--- config.mk ---
export PLATFORM = sky130hd
export DESIGN_NAME = ssw_ctrl
export DESIGN_NICKNAME = d
export VERILOG_FILES = /design/src/ssw_pkg.sv /design/src/ssw_tmr_if.sv /design/src/ssw_ctrl.sv /design/src/ssw_timer.sv
export SDC_FILE = /design/constraint.sdc
export NUM_CORES = 1
export LEC_CHECK = 0
export CORE_ASPECT_RATIO = 0.5
export CORE_MARGIN = 2
export CORE_UTILIZATION = 35
export CTS_BUF_LIST = sky130_fd_sc_hd__clkbuf_16
export CTS_CLUSTER_SIZE = 40
export DETAILED_ROUTE_END_ITERATION = 10
export DONT_BUFFER_PORTS = 1
export PLACE_DENSITY = 0.6
export SLEW_MARGIN = 20
export SYNTH_ARGS = -nofsm -noshare
export SYNTH_HDL_FRONTEND = slang
export SYNTH_HIERARCHICAL = 1
export SYNTH_SLANG_ARGS = --single-unit
--- constraint.sdc ---
create_clock -name mclk -period 8.7 [get_ports mclk]
set_clock_uncertainty 0.15 [all_clocks]
set_input_delay 0.87 -clock mclk [delete_from_list [all_inputs] [get_ports mclk]]
set_output_delay 0.87 -clock mclk [all_outputs]
set_load 0.1 [all_outputs]
--- src/ssw_pkg.sv ---
package ssw_pkg;

   // ****************************************************
   // clock and timing
   // ****************************************************
   localparam int CLK_MHZ         = 50;
   localparam int OVERSHOOT_NS    = 6000;
   localparam int FAST_MASK_NS    = 2000;
   localparam int SLOW_MASK_NS    = 150000;
   localparam int FAST_SETTLE_NS  = 2000;
   localparam int ENTRY_WINDOW_NS = 1000;
   localparam logic [15:0] OVERSHOOT_CYC =
      16'((OVERSHOOT_NS * CLK_MHZ + 999) / 1000);
   localparam logic [15:0] FAST_MASK_CYC =
      16'((FAST_MASK_NS * CLK_MHZ + 999) / 1000);
   localparam logic [15:0] FAST_SETTLE_CYC =
      16'((FAST_SETTLE_NS * CLK_MHZ + 999) / 1000);
   localparam logic [5:0] ENTRY_WINDOW_CYC =
      6'((ENTRY_WINDOW_NS * CLK_MHZ + 999) / 1000);
   localparam int SLOW_CYC_DEFAULT = (SLOW_MASK_NS * CLK_MHZ + 999) / 1000;

   // ****************************************************
   // register offsets
   // ****************************************************
   localparam logic [7:0] OFS_CORE_SUP_CTL  = 8'h00;
   localparam logic [7:0] OFS_SUPPLY_SUP_CTL = 8'h04;
   localparam logic [7:0] OFS_CLK_DIV_CTL   = 8'h08;
   localparam logic [7:0] OFS_CLK_REQ_CTL   = 8'h0C;
   localparam logic [7:0] OFS_CORE_LEVEL    = 8'h10;
   localparam logic [7:0] OFS_POWER_FLAGS   = 8'h14;
   localparam logic [7:0] OFS_INT_STATUS    = 8'h18;
   localparam logic [7:0] OFS_INT_ENABLE    = 8'h1C;
   localparam logic [7:0] OFS_INT_CLEAR     = 8'h20;

   // ****************************************************
   // supervisor control fields (same layout both sides)
   // ****************************************************
   localparam int SUP_EN_BIT  = 0;
   localparam int SUP_FP_BIT  = 1;
   localparam int SUP_LP_BIT  = 2;
   localparam int MON_EN_BIT  = 3;
   localparam int MON_FP_BIT  = 4;
   localparam int AUTO_BIT    = 5;
   localparam logic [5:0] SUP_CTL_RESET = 6'h09;
   localparam logic [2:0] CLK_DIV_RESET = 3'h0;
   localparam logic [2:0] CLK_DIV_BY1   = 3'h0;
   localparam logic       CLK_REQ_RESET = 1'b1;

   // ****************************************************
   // interrupt events and frequency limits
   // ****************************************************
   localparam int NUM_EVT       = 5;
   localparam int EVT_WAKE_DONE = 0;
   localparam int EVT_CORE_SET  = 1;
   localparam int EVT_SUPP_SET  = 2;
   localparam int EVT_RESET_REQ = 3;
   localparam int EVT_STUCK     = 4;
   localparam logic [4:0] LIMIT_MHZ_L0 = 5'h04;
   localparam logic [4:0] LIMIT_MHZ_L1 = 5'h07;
   localparam logic [4:0] LIMIT_MHZ_L2 = 5'h0B;
   localparam logic [4:0] LIMIT_MHZ_L3 = 5'h0E;

   typedef enum logic [1:0] {SUP_OFF, SUP_NORMAL, SUP_FULLPERF} ssw_sup_t;
   typedef enum logic [1:0] {M_ACTIVE, M_SLEEP, M_WAKE, M_STUCK} ssw_mode_t;

endpackage

--- src/ssw_tmr_if.sv ---
`timescale 1ns/10ps
interface ssw_tmr_if;
   logic        load;
   logic [15:0] value;
   logic        busy;
   logic        done;
   modport owner (output load, output value, input busy, input done);
   modport timer (input load, input value, output busy, output done);
endinterface

--- src/ssw_ctrl.sv ---
`timescale 1ns/10ps
// Summary of operation
// hide oscillator overshoot after deep sleep wakeup behind the mask; the 2 us fast mask ends before the 6 us overshoot does
// normal-mode core supervision masks execution for 150 us after wakeup
// each core side off or in fullperf shortens the mask to 2 us
// cpu clock out of spec only from oscillator above level-dependent limit
// software sets divide-by-two before deep sleep
// software waits level-dependent cycles before restoring divide-by-one
// peripheral clock from oscillator gets no mask and may overshoot
// software may source the peripheral clock from the second crystal
// software keeps request enable, halts peripherals, waits before restart
// fullperf settle delay is 2 us; unsettled core level raises reset
// software uses normal mode before raising the core level
// interrupt within 1 us of sleep entry may leave device stuck
// stuck state cleared by software-level reset or external reset
// software waits for both settle flags low before sleep entry
// core supervisor state follows enable, fullperf, lowpower and auto bits
// supply supervisor and monitor follow the same state scheme
// slow core wakeup lengthens wakeup to the normal settle time
// software adds a normal-length delay where fast service needed
// wake mask is a counter gating the cpu clock, length by mode
module ssw_ctrl #(
   parameter int SLOW_CYC = ssw_pkg::SLOW_CYC_DEFAULT
) (
   input  wire logic        mclk,
   input  wire logic        reset,
   input  wire logic        software_level_reset,
   input  wire logic [7:0]  reg_addr,
   input  wire logic [15:0] reg_wdata,
   input  wire logic        reg_wr,
   input  wire logic        reg_rd,
   output logic      [15:0] reg_rdata,
   input  wire logic        sleep_enter,
   input  wire logic [2:0]  sleep_level,
   input  wire logic        wake_event,
   input  wire logic        vcore_ok,
   input  wire logic        cpu_src_osc,
   input  wire logic        periph_src_osc,
   input  wire logic [4:0]  osc_freq_mhz,
   output logic             cpu_clock_enable,
   output logic      [2:0]  cpu_clock_divider,
   output logic             periph_clock_request_enable,
   output logic             cpu_clock_out_of_spec,
   output logic             periph_clock_fast,
   output logic      [1:0]  core_supervisor_state,
   output logic      [1:0]  core_monitor_state,
   output logic      [1:0]  supply_supervisor_state,
   output logic      [1:0]  supply_monitor_state,
   output logic             core_settle_delay_flag,
   output logic             supply_settle_delay_flag,
   output logic             supervisor_reset_req,
   output logic             irq
);
   localparam logic [15:0] SLOW_CYC_W = 16'(SLOW_CYC);
   localparam int T_MASK = 0;
   localparam int T_OVER = 1;
   localparam int T_CSET = 2;
   localparam int T_SSET = 3;

   // ****************************************************
   // state
   // ****************************************************
   typedef struct packed {
      ssw_pkg::ssw_mode_t          mode;
      logic [2:0]                  lp_level;
      logic [5:0]                  core_ctl;
      logic [5:0]                  supp_ctl;
      logic [2:0]                  div;
      logic                        req_en;
      logic [1:0]                  level;
      logic [5:0]                  win_cnt;
      logic [ssw_pkg::NUM_EVT-1:0] ist;
      logic [ssw_pkg::NUM_EVT-1:0] ien;
      logic [15:0]                 rdata;
      logic [1:0]                  wake_sync;
      logic [1:0]                  vok_sync;
      logic                        reset_req;
      logic                        cpu_en;
      logic                        cpu_oos;
      logic                        per_fast;
      logic [1:0]                  cs_st;
      logic [1:0]                  cm_st;
      logic [1:0]                  ss_st;
      logic [1:0]                  sm_st;
   } ssw_state_t;

   ssw_state_t q_ff;
   ssw_state_t nxt_q;
   logic       clr;
   logic [3:0] t_load;
   logic [15:0] t_val [4];
   logic [3:0] t_busy;
   logic [3:0] t_done;

   assign clr = reset | software_level_reset;

   // ****************************************************
   // timers: mask, overshoot, core settle, supply settle
   // ****************************************************
   ssw_tmr_if tmr [4] ();
   genvar gi;
   generate
      for (gi = 0; gi < 4; gi++) begin : g_tmr
         assign tmr[gi].load  = t_load[gi];
         assign tmr[gi].value = t_val[gi];
         assign t_busy[gi]    = tmr[gi].busy;
         assign t_done[gi]    = tmr[gi].done;
         ssw_timer u_tmr (
            .mclk (mclk),
            .clr  (clr),
            .tif  (tmr[gi])
         );
      end
   endgenerate

   // ****************************************************
   // supervisor state decode
   // ****************************************************
   function automatic logic [1:0] sup_state(input logic en, input logic fp,
                                            input logic lp_on,
                                            input logic auto_c,
                                            input logic asleep);
      logic [1:0] st;
      if (!en) begin
         st = ssw_pkg::SUP_OFF;
      end else if (!asleep) begin
         st = fp ? ssw_pkg::SUP_FULLPERF : ssw_pkg::SUP_NORMAL;
      end else if (!lp_on) begin
         st = ssw_pkg::SUP_OFF;
      end else if (auto_c) begin
         st = fp ? ssw_pkg::SUP_NORMAL : ssw_pkg::SUP_OFF;
      end else begin
         st = fp ? ssw_pkg::SUP_FULLPERF : ssw_pkg::SUP_NORMAL;
      end
      return st;
   endfunction

   logic       asleep;
   logic       c_sen, c_sfp, c_men, c_mfp;
   logic       s_sen, s_sfp, s_lp, s_men, s_mfp, s_auto;
   logic       core_slow;
   logic       hazard;
   logic       over_limit;
   logic [4:0] limit;
   logic       wr_core, wr_supp, wr_level;
   logic       wake_s;

   always_comb begin
      asleep = (q_ff.mode == ssw_pkg::M_SLEEP) ||
               (q_ff.mode == ssw_pkg::M_STUCK);
      c_sen  = q_ff.core_ctl[ssw_pkg::SUP_EN_BIT];
      c_sfp  = q_ff.core_ctl[ssw_pkg::SUP_FP_BIT];
      c_men  = q_ff.core_ctl[ssw_pkg::MON_EN_BIT];
      c_mfp  = q_ff.core_ctl[ssw_pkg::MON_FP_BIT];
      s_sen  = q_ff.supp_ctl[ssw_pkg::SUP_EN_BIT];
      s_sfp  = q_ff.supp_ctl[ssw_pkg::SUP_FP_BIT];
      s_lp   = q_ff.supp_ctl[ssw_pkg::SUP_LP_BIT];
      s_men  = q_ff.supp_ctl[ssw_pkg::MON_EN_BIT];
      s_mfp  = q_ff.supp_ctl[ssw_pkg::MON_FP_BIT];
      s_auto = q_ff.supp_ctl[ssw_pkg::AUTO_BIT];
      // either core side in normal mode gives slow wakeup
      core_slow = (c_sen && !c_sfp) || (c_men && !c_mfp);
      // configurations that can hang on an early interrupt
      hazard = ((!c_sen || c_sfp || !c_men || c_mfp) &&
                ((s_sen && !s_sfp && (!s_lp || s_auto)) ||
                 (s_men && !s_mfp && s_auto))) ||
               t_busy[T_CSET] || t_busy[T_SSET];
      case (q_ff.level)
         2'h0:    limit = ssw_pkg::LIMIT_MHZ_L0;
         2'h1:    limit = ssw_pkg::LIMIT_MHZ_L1;
         2'h2:    limit = ssw_pkg::LIMIT_MHZ_L2;
         default: limit = ssw_pkg::LIMIT_MHZ_L3;
      endcase
      over_limit = osc_freq_mhz > limit;
      wr_core  = reg_wr && (reg_addr == ssw_pkg::OFS_CORE_SUP_CTL);
      wr_supp  = reg_wr && (reg_addr == ssw_pkg::OFS_SUPPLY_SUP_CTL);
      wr_level = reg_wr && (reg_addr == ssw_pkg::OFS_CORE_LEVEL);
      wake_s   = q_ff.wake_sync[1];
   end

   // ****************************************************
   // next state
   // ****************************************************
   always_comb begin
      nxt_q = q_ff;
      t_load = 4'h0;
      t_val[T_MASK] = core_slow ? SLOW_CYC_W
                                : ssw_pkg::FAST_MASK_CYC;
      t_val[T_OVER] = ssw_pkg::OVERSHOOT_CYC;
      nxt_q.wake_sync = {q_ff.wake_sync[0], wake_event};
      nxt_q.vok_sync  = {q_ff.vok_sync[0], vcore_ok};
      nxt_q.reset_req = 1'b0;

      // register writes
      if (wr_core) begin
         nxt_q.core_ctl = reg_wdata[5:0];
      end
      if (wr_supp) begin
         nxt_q.supp_ctl = reg_wdata[5:0];
      end
      if (reg_wr && (reg_addr == ssw_pkg::OFS_CLK_DIV_CTL)) begin
         nxt_q.div = reg_wdata[2:0];
      end
      if (reg_wr && (reg_addr == ssw_pkg::OFS_CLK_REQ_CTL)) begin
         nxt_q.req_en = reg_wdata[0];
      end
      if (wr_level) begin
         nxt_q.level = reg_wdata[1:0];
      end
      if (reg_wr && (reg_addr == ssw_pkg::OFS_INT_ENABLE)) begin
         nxt_q.ien = reg_wdata[ssw_pkg::NUM_EVT-1:0];
      end
      if (reg_wr && (reg_addr == ssw_pkg::OFS_INT_CLEAR)) begin
         nxt_q.ist = q_ff.ist & ~reg_wdata[ssw_pkg::NUM_EVT-1:0];
      end
      t_val[T_CSET] = nxt_q.core_ctl[ssw_pkg::SUP_FP_BIT] ?
                      ssw_pkg::FAST_SETTLE_CYC : SLOW_CYC_W;
      t_val[T_SSET] = nxt_q.supp_ctl[ssw_pkg::SUP_FP_BIT] ?
                      ssw_pkg::FAST_SETTLE_CYC : SLOW_CYC_W;
      // core settle delay restarts on control or level write, supply settle delay on supply control write
      t_load[T_CSET] = wr_core || wr_level;
      t_load[T_SSET] = wr_supp;

      // settle expiry with core not yet at level
      if (t_done[T_CSET] && c_sen && !q_ff.vok_sync[1]) begin
         nxt_q.reset_req = 1'b1;
      end

      // power mode sequencing
      if (q_ff.win_cnt != 6'h00) begin
         nxt_q.win_cnt = q_ff.win_cnt - 6'h01;
      end
      case (q_ff.mode)
         ssw_pkg::M_ACTIVE: begin
            if (sleep_enter && (sleep_level >= 3'h2) &&
                (sleep_level <= 3'h4)) begin
               nxt_q.mode     = ssw_pkg::M_SLEEP;
               nxt_q.lp_level = sleep_level;
               nxt_q.win_cnt  = ssw_pkg::ENTRY_WINDOW_CYC;
            end
         end
         ssw_pkg::M_SLEEP: begin
            if (wake_s) begin
               if ((q_ff.win_cnt != 6'h00) && hazard) begin
                  nxt_q.mode = ssw_pkg::M_STUCK;
               end else begin
                  nxt_q.mode = ssw_pkg::M_WAKE;
                  t_load[T_MASK] = 1'b1;
                  t_load[T_OVER] = (q_ff.lp_level != 3'h2);
               end
            end
         end
         ssw_pkg::M_WAKE: begin
            if (t_done[T_MASK]) begin
               nxt_q.mode = ssw_pkg::M_ACTIVE;
            end
         end
         ssw_pkg::M_STUCK: begin
            // only a reset leaves this state
            nxt_q.mode = ssw_pkg::M_STUCK;
         end
         default: begin
            nxt_q.mode = ssw_pkg::M_ACTIVE;
         end
      endcase

      // sticky events, set wins over clear
      if (t_done[T_MASK]) begin
         nxt_q.ist[ssw_pkg::EVT_WAKE_DONE] = 1'b1;
      end
      if (t_done[T_CSET]) begin
         nxt_q.ist[ssw_pkg::EVT_CORE_SET] = 1'b1;
      end
      if (t_done[T_SSET]) begin
         nxt_q.ist[ssw_pkg::EVT_SUPP_SET] = 1'b1;
      end
      if (nxt_q.reset_req) begin
         nxt_q.ist[ssw_pkg::EVT_RESET_REQ] = 1'b1;
      end
      if ((nxt_q.mode == ssw_pkg::M_STUCK) &&
          (q_ff.mode != ssw_pkg::M_STUCK)) begin
         nxt_q.ist[ssw_pkg::EVT_STUCK] = 1'b1;
      end

      // registered outputs
      nxt_q.cpu_en = (nxt_q.mode == ssw_pkg::M_ACTIVE);
      // visible only once the mask is gone and div is one
      nxt_q.cpu_oos = t_busy[T_OVER] && cpu_src_osc && over_limit &&
                      (q_ff.div == ssw_pkg::CLK_DIV_BY1) &&
                      (q_ff.mode == ssw_pkg::M_ACTIVE);
      nxt_q.per_fast = t_busy[T_OVER] && periph_src_osc;
      nxt_q.cs_st = sup_state(c_sen, c_sfp,
                              q_ff.core_ctl[ssw_pkg::SUP_LP_BIT],
                              q_ff.core_ctl[ssw_pkg::AUTO_BIT],
                              asleep);
      nxt_q.cm_st = sup_state(c_men, c_mfp, 1'b1,
                              q_ff.core_ctl[ssw_pkg::AUTO_BIT],
                              asleep);
      nxt_q.ss_st = sup_state(s_sen, s_sfp, s_lp, s_auto, asleep);
      nxt_q.sm_st = sup_state(s_men, s_mfp, 1'b1, s_auto, asleep);

      // read port
      nxt_q.rdata = 16'h0000;
      if (reg_rd) begin
         case (reg_addr)
            ssw_pkg::OFS_CORE_SUP_CTL:   nxt_q.rdata = {10'h000, q_ff.core_ctl};
            ssw_pkg::OFS_SUPPLY_SUP_CTL: nxt_q.rdata = {10'h000, q_ff.supp_ctl};
            ssw_pkg::OFS_CLK_DIV_CTL:    nxt_q.rdata = {13'h0000, q_ff.div};
            ssw_pkg::OFS_CLK_REQ_CTL:    nxt_q.rdata = {15'h0000, q_ff.req_en};
            ssw_pkg::OFS_CORE_LEVEL:     nxt_q.rdata = {14'h0000, q_ff.level};
            ssw_pkg::OFS_POWER_FLAGS: begin
               nxt_q.rdata = {14'h0000, t_busy[T_SSET], t_busy[T_CSET]};
            end
            ssw_pkg::OFS_INT_STATUS:     nxt_q.rdata = {11'h000, q_ff.ist};
            ssw_pkg::OFS_INT_ENABLE:     nxt_q.rdata = {11'h000, q_ff.ien};
            default:                     nxt_q.rdata = 16'h0000;
         endcase
      end
   end

   always_ff @(posedge mclk) begin
      if (clr) begin
         q_ff          <= '0;
         q_ff.mode     <= ssw_pkg::M_ACTIVE;
         q_ff.core_ctl <= ssw_pkg::SUP_CTL_RESET;
         q_ff.supp_ctl <= ssw_pkg::SUP_CTL_RESET;
         q_ff.div      <= ssw_pkg::CLK_DIV_RESET;
         q_ff.req_en   <= ssw_pkg::CLK_REQ_RESET;
         q_ff.cpu_en   <= 1'b1;
      end else begin
         q_ff <= nxt_q;
      end
   end

   // ****************************************************
   // outputs
   // ****************************************************
   assign reg_rdata                   = q_ff.rdata;
   assign cpu_clock_enable            = q_ff.cpu_en;
   assign cpu_clock_divider           = q_ff.div;
   assign periph_clock_request_enable = q_ff.req_en;
   assign cpu_clock_out_of_spec       = q_ff.cpu_oos;
   assign periph_clock_fast           = q_ff.per_fast;
   assign core_supervisor_state       = q_ff.cs_st;
   assign core_monitor_state          = q_ff.cm_st;
   assign supply_supervisor_state     = q_ff.ss_st;
   assign supply_monitor_state        = q_ff.sm_st;
   assign core_settle_delay_flag      = t_busy[T_CSET];
   assign supply_settle_delay_flag    = t_busy[T_SSET];
   assign supervisor_reset_req        = q_ff.reset_req;
   assign irq                         = |(q_ff.ist & q_ff.ien);
endmodule

--- src/ssw_timer.sv ---
`timescale 1ns/10ps
module ssw_timer (
   input  wire logic mclk,
   input  wire logic clr,
   ssw_tmr_if.timer  tif
);
   typedef struct packed {
      logic [15:0] cnt;
      logic        done;
   } ssw_tmr_state_t;

   ssw_tmr_state_t q_ff;
   ssw_tmr_state_t nxt_q;

   always_comb begin
      nxt_q = q_ff;
      nxt_q.done = 1'b0;
      if (tif.load) begin
         nxt_q.cnt = tif.value;
      end else if (q_ff.cnt != 16'h0000) begin
         nxt_q.cnt = q_ff.cnt - 16'h0001;
         nxt_q.done = (q_ff.cnt == 16'h0001);
      end
   end

   always_ff @(posedge mclk) begin
      if (clr) begin
         q_ff <= '0;
      end else begin
         q_ff <= nxt_q;
      end
   end

   assign tif.busy = (q_ff.cnt != 16'h0000);
   assign tif.done = q_ff.done;
endmodule

# Yosys cells after proc, flatten, opt, wreduce, memory -nomap -nowiden
# Index checks and enable logic that the tools add are counted.
# word_totals
reg_bits	138
elab_cells	199
in_bits	42
# classes
n_reduce_logical	73
n_mux	51
bitwise_logic	12
magnitude_cmp	3
n_addsub	5
n_eq_ne	20
# ops
op	n
equality test 16 x 1 -> 1 bit (second input constant)	4
nonzero test 16 bit	4
subtractor 16 x 1 -> 16 bit (second input constant)	4
2-to-1 mux 17 bit	3
2-to-1 mux 16 bit	3
case mux 6 bit (8 select lines)	1
2-to-1 mux 2 bit	21
2-to-1 mux 13 bit	3
equality test 8 x 5 -> 1 bit (second input constant)	4
logical AND 1 bit	25
2-to-1 mux 6 bit	3
nonzero test 2 bit	9
equality test 8 x 4 -> 1 bit (second input constant)	2
case mux 4 bit (3 select lines)	1
OR reduction 2 bit	6
2-to-1 mux 1 bit	11
AND 5 bit	2
logical OR 1 bit	10
2-to-1 mux 10 bit	1
2-to-1 mux 5 bit	2
2-to-1 mux 9 bit	1
OR reduction 3 bit	3
equality test 2 bit (second input constant)	4
equality test 8 x 3 -> 1 bit (second input constant)	1
other kinds (19)	36

# Depth between registers and ports, before layout
# depth
depth_word	14
mapped_depth	10
depth_no_buf	10

# Modules after synthesis
# Netlist, hierarchy kept.
# modules_own_cells
mod	seq_area_each_um2	area_each_um2	cells_each	instances
ssw_ctrl	1221.2	3160.5	350	1
ssw_timer (g_tmr[0].u_tmr ...)	340.3	999.7	104	2
ssw_timer (g_tmr[2].u_tmr ...)	340.3	957.2	110	2

# Worst setup path before layout
# Ideal clock, no wire load.
# synth_timing
path_type	reg2reg
startpoint	reg g_tmr[2].u_tmr/q_ff[1] (netlist bit)
endpoint	reg g_tmr[1].u_tmr/q_ff[9] (netlist bit)
required_ps	8483
path_slack_ps	5033
n_path_buf	1
path_stages_with_launch	11
t_arrival_ps	3450
setup_time_ps	67
path_cell_list	dfxtp_1 inv_1 ha_1 nor3b_2 nand4_2 o31a_1 a211oi_1 nor2b_1 clkbuf_1 nand2_1 o21ai_2
# synth_via
elab_chain_cells	8
word_cells_on_any_way	9
cone_classes	mux (4); reduce/logical (5)
# synth_rtl
item	line_no	rtl
start, declared	ssw_timer.sv:12	ssw_tmr_state_t q_ff;
start signal, assigned	ssw_timer.sv:30	q_ff <= nxt_q;
nonzero test 16 bit *	ssw_timer.sv:34	assign tif.busy = (q_ff.cnt != 16'h0000);
via core_settle_delay_flag	ssw_ctrl.sv:49	output logic core_settle_delay_flag,
logical OR 1 bit *	ssw_ctrl.sv:166	(s_men && !s_mfp && s_auto))) ||
logical OR 1 bit *	ssw_ctrl.sv:167	t_busy[T_CSET] || t_busy[T_SSET];
logical AND 1 bit *	ssw_ctrl.sv:244	if ((q_ff.win_cnt != 6'h00) && hazard) begin
2-to-1 mux 2 bit *	ssw_ctrl.sv:244	
2-to-1 mux 2 bit *	ssw_ctrl.sv:243	if (wake_s) begin
2-to-1 mux 2 bit *	ssw_ctrl.sv:233	case (q_ff.mode)
via t_load[1]	ssw_ctrl.sv:90	logic [3:0] t_load;
2-to-1 mux 9 bit or nonzero test 2 bit (tied branches)	-	
end signal, assigned	ssw_timer.sv:30	
end, declared	ssw_timer.sv:12	
# The timed path passes the listed nets; every way through them passes the cells marked *.
# A chain may end at the register's enable or synchronous reset.

# Worst setup path in the final report
# layout_timing
startpoint	reg g_tmr[2].u_tmr/q_ff[1] (netlist bit)
endpoint	reg g_tmr[0].u_tmr/q_ff[11] (netlist bit)
# layout_via
elab_chain_cells	8
word_cells_on_any_way	9
cone_classes	mux (4); reduce/logical (5)
# layout_rtl
item	line_no
nonzero test 16 bit *	ssw_timer.sv:34
via core_settle_delay_flag	ssw_ctrl.sv:49
logical OR 1 bit *	ssw_ctrl.sv:166
logical OR 1 bit *	ssw_ctrl.sv:167
logical AND 1 bit *	ssw_ctrl.sv:244
2-to-1 mux 2 bit *	ssw_ctrl.sv:244
2-to-1 mux 2 bit *	ssw_ctrl.sv:243
2-to-1 mux 2 bit *	ssw_ctrl.sv:233
via t_load[0]	ssw_ctrl.sv:90
2-to-1 mux 16 bit or nonzero test 2 bit (tied branches)	-
end signal, assigned	ssw_timer.sv:30
end, declared	ssw_timer.sv:12
# Marked as above.

==> impl_metrics.csv <==
group,metric,value,unit
global_routing,grt_max_degree,40,
route,wl,15.5,mm
synthesis,synth.avg_cell_area,9.08,µm²
finish,diodes,0,
worst_setup_path,r2r_setup_slack,4610,ps
synthesis,syn_area,7030,µm²
timing,finalSetupViolations,0,
timing,final-hold-violation-count,0,
route,drc,0,
global_routing,overflow,0,
clocking,cts.sinks,128,
timing,relSlewSlack,24.7,%
worst_setup_path,cp-end-kind,"flip-flop",
timing,maxSlewViolCount,0,
synthesis,yosysWarnings,6,
timing,whs,286,ps
worst_setup_path,cp.arrival,4290,ps
global_routing,grt_pass1_vias,5079,
job,drv_cap,0,
clocking,cts_root_buf,"clkbuf_16",
timing,fmax,245,MHz
pwr,irDropWorstVdd,0.143,mV
clocking,cts_hold_buf,0,
synthesis,syn_inst,774,
worst_setup_path,cp-start-kind,"flip-flop",
finish,fin_nets,862,
finish,final_common_cell,"dfxtp_1",
worst_setup_path,cp_max_fo,15,
die,start_util,35.9,%
route,avgRoutedWirePerCell,14.4,µm
pwr,p_leak,3.17,nW
die,die_x,204,µm
clocking,cts_made_buffers,17,
route,dr_total_vias,5336,
place,portBuffers,0,
worst_setup_path,critPathRequiredTime,8900,ps
clocking,cts.clk_slew.worst_paths,60,ps
timing,post-route-min-period,4090,ps
finish,layout-drive-gt1-share,13.3,%
die,io-pin-count,77,
clocking,cts_setup_buffers,0,
worst_setup_path,crit_type,"reg -> reg",
pwr,powerDensity,330,nW/µm²
die,core,19500,µm²
die,die_y,104,µm
route,via_per_inst,4.95,
place,place_congestion,0.804,
global_routing,gr-usage-all-layers,15.2,%
clocking,clockBufferDepth,2,
route,dr.first_iter.drc_count,286,
global_routing,antenna_found_initial,0,
die,row_count,36,
clocking,clkLatencyLatePin,430,ps
timing,worst_pin_slew,1130,ps
clocking,h-tree-depth,4,
finish,final_cell_mix,"dfxtp_1 (128), nand2_1 (92), nor2_1 (75)",
finish,area_delta_synth_final,11.7,%
route,dr.pass1.iters,6,
route,postRouteAntennaNets,0,
die,dieArea,21300,µm²
finish,fillers,1938,
timing,timing.final.crit_share,47.0,%
clocking,ctsResizeCount,0,
timing,final.setup.tns,0,ps
global_routing,grt_pass1_wl,25.6,mm
status,status,"complete, no violations",
timing,rsz0062_at_grt,"no",
min_path,hold_class,"reg -> reg",
place,dp_hpwl,11.1,mm
clocking,cts_tree,"yes",
[state kept, by name, indices dropped and copies added, names as in the netlist, 2 cells and up]
| name | flops |
|---|---|
| supply_supervisor_state | 2 |
| q_ff | 33 |
| reg_rdata | 6 |
| g_tmr.u_tmr/q_ff | 64 |
| g_tmr.u_tmr/tif.done | 3 |
| nxt_q | 2 |
| core_supervisor_state | 2 |
| supply_monitor_state | 2 |
| core_monitor_state | 2 |
| cpu_clock_divider | 3 |
[metrics by stage]
step                      utilization, %  power (W)  cells  setup slack [ps]  area, µm²
after floorplan                        -    0.00172    828              5030       7230
after global placement              37.1    0.00186   1046              4330       7250
after detailed placement            37.1    0.00188   1046              4290       7250
after CTS                           40.1    0.00261   1078              4260       7840
after global routing                40.1    0.00277   1078              4300       7850
final                               40.1    0.00259   1078              4610       7850
[metal layers]
layer  track usage [%]  vias to the layer above  part of all wire (%)
met3              4.48                       18                   4.2
met4              4.35                        0                   1.2
met1              19.4                     2508                    47
met2              24.8                       93                    48
li1                  -                     2717                     -
met5                 0                        -                     0
[report_power, final]
group,switching (W),internal (W),leakage [nW]
registers,0.000133,0.000672,1.04
clock network,0.000271,0.000447,0.280
logic,0.000623,0.000440,1.84
total,0.00103,0.00156,3.17
[final cells by class]
class	count	area (µm²)	share of cell area [%]
Clock inverter	15	169	2.15
Tap cell	266	333	4.24
Clock buffer	17	425	5.42
Multi-Input combinational cell	618	4210	53.7
Sequential cell	128	2560	32.7
Inverter	30	113	1.44
Timing Repair Buffer	4	30.0	0.383
[worst max-delay path, stage by stage (launching register included)]
cell and delay [ps]:
dfxtp_1 380, inv_1 100, ha_1 260, nor3b_2 540
nand4_2 880, o31a_1 660, nor2_1 220, nor2b_2 590
nand2_1 140, o21ai_2 80
[final timing paths]
path	startpoint	end	cells past startpoint
hold / removal	nxt_q[15]$_SDFF_PP0_	q_ff[15]$_SDFF_PP0_	1
hold reg to reg	nxt_q[15]$_SDFF_PP0_	q_ff[15]$_SDFF_PP0_	1
setup reg to reg	g_tmr[2].u_tmr/q_ff[1]$_SDFFE_PP0P_	g_tmr[0].u_tmr/q_ff[11]$_SDFFE_PP0P_	9
setup / recovery	g_tmr[2].u_tmr/q_ff[1]$_SDFFE_PP0P_	g_tmr[0].u_tmr/q_ff[11]$_SDFFE_PP0P_	9
Note: power is estimated with default switching activity, not from simulation.
